--- src/hw/psm_cfg.svh ---
// Register offset, field positions, reset values and timing counts for the power controller.
`ifndef PSM_CFG_SVH
`define PSM_CFG_SVH

`define PSM_PWRCTL_ADDR        8'h87
`define PSM_PWRCTL_RESET       8'h00
`define PSM_BIT_IDLE           0
`define PSM_BIT_PDOWN          1
`define PSM_BIT_U2_TXSEL       2
`define PSM_BIT_U2_RXSEL       3
`define PSM_BIT_ADC_IRQ_EN     4
`define PSM_BIT_LV_RST_DIS     5
`define PSM_BIT_U2_BAUD_DBL    6
`define PSM_BIT_U1_BAUD_DBL    7
`define PSM_CYCLE_CLOCKS       12
`define PSM_EXT_RST_CYCLES     2
`define PSM_INT_RESTART_CYCLES 3

`endif

--- src/hw/psm_pkg.sv ---
// Types shared by the power-saving mode controller.
package psm_pkg;

	typedef enum logic [1:0] {
		PSM_RUN,
		PSM_IDLE,
		PSM_PDOWN,
		PSM_RESTART
	} psm_state_t;

	// Special function register access from the core.
	typedef struct packed {
		logic       wr;
		logic       rd;
		logic [7:0] addr;
		logic [7:0] wdata;
	} psm_sfr_req_t;

	// Configuration bits fanned out to the peripherals.
	typedef struct packed {
		logic u1_baud_double;
		logic u2_baud_double;
		logic lowvolt_reset_disable;
		logic converter_irq_enable;
		logic u2_rx_clock_select;
		logic u2_tx_clock_select;
	} psm_cfg_t;

endpackage

--- src/hw/psm_power_ctrl.sv ---
// Power-saving mode controller: power control register, idle and power-down.
`timescale 1ns/1ns
`default_nettype none
`include "psm_cfg.svh"

// Summary of operation
// - Bit 1 write enters power-down mode
// - Bit 0 write enters idle mode
// - Idle halts core, keeps all state
// - Peripherals stay clocked during idle
// - Enabled interrupt clears idle bit, resumes
// - Interrupt or any reset ends idle
// - Internal reset restarts after three cycles
// - Power-down stops the oscillator
// - Power-down keeps RAM and registers
// - Only reset leaves power-down
// - Low-voltage detect stays on in power-down
// - Bit 5 disables low-voltage reset
// - Bits 7,6 double baud; bit 4 converter irq
// - Low-voltage reset enabled after power-up
module psm_power_ctrl
	import psm_pkg::*;
#(
	parameter int CYCLE_CLOCKS    = `PSM_CYCLE_CLOCKS,
	parameter int RESTART_CYCLES  = `PSM_INT_RESTART_CYCLES
) (
	input  wire logic         CLK,
	input  wire logic         RST_N,
	input  wire psm_sfr_req_t SFR_REQ,
	input  wire logic         IRQ_PENDING,
	input  wire logic         INT_RESET,
	input  wire logic         LOWVOLT_DETECT,
	output logic [7:0]        SFR_RDATA,
	output logic              SFR_HIT,
	output logic              CPU_CLK_EN,
	output logic              PERIPH_CLK_EN,
	output logic              OSC_RUN,
	output logic              LOWVOLT_DETECT_EN,
	output logic              LOWVOLT_RESET,
	output logic              CPU_RESTART_HOLD,
	output logic              MACHINE_CYCLE,
	output psm_cfg_t          CFG
);

	logic [7:0]  power_control_reg_q;
	logic [7:0]  power_control_reg_d;
	psm_state_t  state_q;
	psm_state_t  state_d;
	logic [3:0]  phase_q;
	logic [1:0]  restart_cnt_q;
	logic        int_reset_q;
	logic        hit_wr;
	logic        hit_rd;
	logic        idle_request;
	logic        powerdown_request;

	assign hit_wr = SFR_REQ.wr && (SFR_REQ.addr == `PSM_PWRCTL_ADDR);
	assign hit_rd = SFR_REQ.rd && (SFR_REQ.addr == `PSM_PWRCTL_ADDR);
	assign idle_request      = power_control_reg_q[`PSM_BIT_IDLE];
	assign powerdown_request = power_control_reg_q[`PSM_BIT_PDOWN];

	// Machine cycle tick; it keeps running in idle so peripherals count.
	always_ff @(posedge CLK or negedge RST_N) begin
		if (!RST_N) begin
			phase_q <= 4'h0;
		end else if (phase_q == 4'(CYCLE_CLOCKS - 1)) begin
			phase_q <= 4'h0;
		end else begin
			phase_q <= phase_q + 4'h1;
		end
	end

	assign MACHINE_CYCLE = (phase_q == 4'(CYCLE_CLOCKS - 1)) && OSC_RUN;

	// Next value of the register. Hardware clearing of the idle bit on an
	// interrupt wins over a software write in that same cycle, because a
	// halted core cannot be writing anyway.
	always_comb begin
		power_control_reg_d = power_control_reg_q;
		if (hit_wr) begin
			power_control_reg_d = SFR_REQ.wdata;
		end
		if (state_q == PSM_IDLE && IRQ_PENDING) begin
			power_control_reg_d[`PSM_BIT_IDLE] = 1'b0;
		end
	end

	// The register holds through both low-power modes; reset clears it,
	// which also leaves the low-voltage reset enabled.
	always_ff @(posedge CLK or negedge RST_N) begin
		if (!RST_N) begin
			power_control_reg_q <= `PSM_PWRCTL_RESET;
		end else if (INT_RESET) begin
			power_control_reg_q <= `PSM_PWRCTL_RESET;
		end else begin
			power_control_reg_q <= power_control_reg_d;
		end
	end

	// Mode sequencing. Power-down is checked first so a write of both
	// bits ends in power-down.
	always_comb begin
		state_d = state_q;
		case (state_q)
			PSM_RUN: begin
				if (powerdown_request) begin
					state_d = PSM_PDOWN;
				end else if (idle_request) begin
					state_d = PSM_IDLE;
				end
			end
			PSM_IDLE: begin
				if (IRQ_PENDING) begin
					state_d = PSM_RUN;
				end
			end
			PSM_PDOWN: begin
				state_d = PSM_PDOWN;
			end
			default: begin
				if (restart_cnt_q == 2'(RESTART_CYCLES - 1) &&
				    MACHINE_CYCLE) begin
					state_d = PSM_RUN;
				end
			end
		endcase
		if (int_reset_q) begin
			state_d = PSM_RESTART;
		end
	end

	always_ff @(posedge CLK or negedge RST_N) begin
		if (!RST_N) begin
			state_q <= PSM_RUN;
		end else begin
			state_q <= state_d;
		end
	end

	// Internal reset level is registered one clock so the restart count starts once
	// the reset has been released.
	always_ff @(posedge CLK or negedge RST_N) begin
		if (!RST_N) begin
			int_reset_q <= 1'b0;
		end else begin
			int_reset_q <= INT_RESET;
		end
	end

	// Three machine cycles of restart delay after an internal reset.
	always_ff @(posedge CLK or negedge RST_N) begin
		if (!RST_N) begin
			restart_cnt_q <= 2'h0;
		end else if (state_q != PSM_RESTART || int_reset_q) begin
			restart_cnt_q <= 2'h0;
		end else if (MACHINE_CYCLE) begin
			restart_cnt_q <= restart_cnt_q + 2'h1;
		end
	end

	// Clock gating: the core stops in idle with its state intact, while the
	// peripheral clock stays on; power-down stops the oscillator itself.
	assign CPU_CLK_EN       = (state_q == PSM_RUN) && !powerdown_request &&
	                          !idle_request;
	assign PERIPH_CLK_EN    = (state_q != PSM_PDOWN);
	assign OSC_RUN          = (state_q != PSM_PDOWN);
	assign CPU_RESTART_HOLD = (state_q == PSM_RESTART);

	// Low-voltage detection is never gated by the power modes.
	assign LOWVOLT_DETECT_EN = 1'b1;
	assign LOWVOLT_RESET     = LOWVOLT_DETECT &&
	                           !power_control_reg_q[`PSM_BIT_LV_RST_DIS];

	// Configuration fan-out to the serial ports and converter.
	always_comb begin
		CFG.u1_baud_double        = power_control_reg_q[`PSM_BIT_U1_BAUD_DBL];
		CFG.u2_baud_double        = power_control_reg_q[`PSM_BIT_U2_BAUD_DBL];
		CFG.lowvolt_reset_disable = power_control_reg_q[`PSM_BIT_LV_RST_DIS];
		CFG.converter_irq_enable  = power_control_reg_q[`PSM_BIT_ADC_IRQ_EN];
		CFG.u2_rx_clock_select    = power_control_reg_q[`PSM_BIT_U2_RXSEL];
		CFG.u2_tx_clock_select    = power_control_reg_q[`PSM_BIT_U2_TXSEL];
	end

	// Read data is registered so the core sees it one clock after the strobe.
	always_ff @(posedge CLK or negedge RST_N) begin
		if (!RST_N) begin
			SFR_RDATA <= 8'h00;
			SFR_HIT   <= 1'b0;
		end else begin
			SFR_RDATA <= hit_rd ? power_control_reg_q : 8'h00;
			SFR_HIT   <= hit_rd;
		end
	end

endmodule
`default_nettype wire

--- config.mk ---
export PLATFORM = sky130hd
export DESIGN_NAME = psm_power_ctrl
export DESIGN_NICKNAME = d
export VERILOG_FILES = /design/src/hw/psm_pkg.sv /design/src/hw/psm_power_ctrl.sv
export VERILOG_INCLUDE_DIRS = /design/src /design/src/hw
export SDC_FILE = /design/constraint.sdc
export NUM_CORES = 1
export LEC_CHECK = 0
export ABC_CLOCK_PERIOD_IN_PS = 1400
export BUFFER_PORTS_ARGS = -buffer_cell sky130_fd_sc_hd__buf_2
export CELL_PAD_IN_SITES_DETAIL_PLACEMENT = 0
export CELL_PAD_IN_SITES_GLOBAL_PLACEMENT = 1
export CORE_UTILIZATION = 35
export CTS_BUF_LIST = sky130_fd_sc_hd__clkbuf_8
export DETAILED_ROUTE_END_ITERATION = 12
export PLACE_DENSITY_LB_ADDON = 0.1
export SLEW_MARGIN = 15
export SYNTH_ARGS = -nofsm -noshare
export SYNTH_HDL_FRONTEND = slang
export SYNTH_SLANG_ARGS = --single-unit
--- constraint.sdc ---
create_clock -name CLK -period 1.4 [get_ports CLK]
set_input_delay 0.21 -clock CLK [delete_from_list [all_inputs] [get_ports CLK]]
set_output_delay 0.21 -clock CLK [all_outputs]
set_load 0.05 [all_outputs]
==> flow_summary.ini <==
[synth]
synth_edf_count = 0
netlist_instances = 108
ys_ff_latch = 26
syn_nets = 133
ys_async_sr_fraction = 1.000
syn_area_per_cell_sq_um = 11.42
synth_flop_cell = dfrtp_1
ys_types = 29
yosysSeqAreaShare = 0.5274
syn-cell-area_sq_um = 1234
synth_warnings = 0

[cells_and_area]
final_area_sq_um = 1674
layout-drive-gt1-share = 0.5350
diodes = 0
seqCellArea_sq_um = 654.4
fill_cells = 332
fin_cells = 203
multi_input_area_sq_um = 549.3
area_delta_synth_final_pct = 35.70
final_nets = 183

[clocking]
cts_tree = yes
htreeDepth = 1
cts_root_buf = clkbuf_8
cts.sinks = 26
clk_pin_slew_ps = 90
clock_path_buffers = 2
clk_latency_ps = 260
cts_buffers = 3

[detailed_routing]
wl_mm = 2.378
ant_nets = 0
num_vias = 911
viasPerCell = 4.488
route.detailed.drc = 0
dr.pass1.iters = 3
drtIter0Drc = 11
wire_per_inst_um = 11.71

[timing]
setup_violations = 3
post-route-min-period_ps = 1450
drv_slew = 0
period_share = 1.036
whs_ps = 190.7
relSlewSlack = 0.6190
worst_pin_slew_ps = 571.6
final.setup.tns_ps = -98.70
setup_slack_ps = -50.15
max_clock_freq_mhz = 689.6
rsz0062_at_grt = true
hold_violations = 0
clock_skew_ps = 1.609

[power_and_ir_drop]
pwr-share-comb = 0.068
ir_worst_vdd_mv = 0.3492
switching_share = 0.2073
power_switching_uw = 273.3
p_leak_nw = 0.8387
power.density_nw_per_um2 = 787.3
p_clk_frac = 0.358
p_int_mw = 1.045
seqPwrFrac = 0.574

[global_route]
met1_usage = 0.1680
grt_use_met2 = 0.2624
met3_usage = 0.02101
antenna_found_initial = 0
grt_pass1_vias = 872
grt_max_degree = 27
gr-usage-all-layers = 0.1420
grt.overflow.total = 0
busiest_layer = met2
grt_pass1_wl_mm = 3.870

[floorplan]
placementRows = 21
dieArea_sq_um = 3766
io_pins = 45
die_x_um = 61.37
initial_core_util = 0.3668
core_area_sq_um = 3363
die_y_um = 61.37

[flow_run]
drv_cap = 0

[setup_path]
cp.required_ps = 1190
worst_ep_arrival_time_ps = 1240
critical_path.max_stage_delay_ps = 400
crit_chain = ha_4 -> nand3b_1 -> a21oi_2 -> buf_6
slowest_stage = dfrtp_1
cp_num_cells = 4
cp-start-kind = flip-flop
crit_family = flip-flops
path_class = reg2out
crit_path_end_kind = output pin
crit_buf_inv = 1
reg2reg_depth = 6
critPathMaxFanout = 2

[placement]
place_inst = 191
place_hpwl_mm = 1.762
io_buffers = 43
placed_area_sq_um = 1494
place.gp.congestion = 0.6654

[outcome]
violations = setup timing
status = complete, but fails checks

[hold_path]
worstHoldPathType = in2reg
min_path_cells = 3
==> synthesized netlist by cell type, drive strengths merged (2+ instances only) <==
master / count / area (sq um)
nor3: 3 / 26.28
nor2b: 2 / 12.51
nand2: 5 / 18.77
ha: 2 / 25.02
mux2: 2 / 26.27
buf: 8 / 60.06
and3b: 2 / 17.52
xnor2: 2 / 17.52
nand2b: 15 / 93.84
nor3b: 3 / 22.52
dfrtp: 26 / 650.6
mux2i: 7 / 70.07
nor2: 4 / 15.01
and2: 8 / 60.06
clkbuf: 3 / 11.26
inv: 5 / 18.77
==> registers in the layout, indices dropped and copies added (netlist names) <==
name	count
restart_cnt_q	2
int_reset_q	1
SFR_HIT	1
phase_q	4
state_q	2
power_control_reg_q	8
SFR_RDATA	8
==> power by group through the flow <==
stage,Combinational (mW),Clock [mW],Sequential [mW]
CTS,0.0909,0.485,0.756
floorplan,0.0391,0,0.771
detailed placement,0.0887,0,0.771
finish,0.0891,0.472,0.757
global placement,0.0861,0,0.772
global route,0.102,0.520,0.758
==> layout make-up <==
type / count / area share
Sequential cell: 26 / 0.3909
Multi-Input combinational cell: 66 / 0.3281
Timing Repair Buffer: 56 / 0.2025
Tap cell: 46 / 0.03438
Clock buffer: 4 / 0.03288
Inverter: 5 / 0.01121
==> cell usage in the layout (no fill, tap or decap), types with 2 or more instances in the layout <==
| cell type | count |
|---|---|
| inv_1 | 4 |
| nand2b_1 | 15 |
| mux2i_1 | 7 |
| nor3_1 | 2 |
| nor2_1 | 4 |
| clkbuf_8 | 4 |
| nand2_1 | 3 |
| nor3b_1 | 3 |
| and2_2 | 8 |
| buf_4 | 9 |
| dfrtp_1 | 23 |
| dfrtp_2 | 3 |
| buf_6 | 5 |
| nor2b_1 | 2 |
| nand2_2 | 2 |
| buf_2 | 41 |
==> timing repair <==
item	CTS	global route
hold buffers	1	0
endpoints found under the setup margin	5	8
endpoints found under the hold margin	26	0
cloned	0	0
pin swaps	1	6
gates resized for setup	7	11
buffers inserted	4	3
==> final timing paths <==
check | startpoint | slack, ps | end
max | phase_q[0] | -50 | MACHINE_CYCLE
min | SFR_REQ[5] | 190 | power_control_reg_q[5]
max reg2reg | phase_q[0] | -40 | state_q[0]
min reg2reg | int_reset_q | 510 | restart_cnt_q[1]
max in group asynchronous | RST_N | 520 | power_control_reg_q[0]
min in group asynchronous | RST_N | 470 | SFR_RDATA[3]
==> cell families after synthesis <==
family / Yosys count / share of synthesized area
buffers and inverters: 16 / 0.07303
multiplexers: 9 / 0.07809
adder cells (fa/ha/maj): 2 / 0.02028
XOR/XNOR: 2 / 0.01420
AO/OA/AOI/OAI: 6 / 0.03854
other: 1 / 0.003040
AND/OR/NAND/NOR: 46 / 0.2454
flip-flops: 26 / 0.5274
==> metrics by stage <==
step / util / power, mW / worst slack (ps)
CTS: 0.4777 / 1.333 / -73.94
finish: 0.4978 / 1.318 / -50.15
floorplan: - / 0.8101 / -208.7
global route: 0.4978 / 1.380 / -149.5
global placement: 0.4442 / 0.8577 / -133.3
detailed placement: 0.4442 / 0.8602 / -141.3
==> worst min-delay path, stage by stage <==
cell      delay, ps
buf_2           100
nand2b_1         50
mux2i_1          60
==> metal layers <==
metal | up-vias | wire length, um
li1 | 447 | -
met1 | 438 | 943
met2 | 24 | 1321
met3 | 2 | 93
met4 | 0 | 19
met5 | - | 0
No activity file was read; power rests on OpenSTA's default activity.
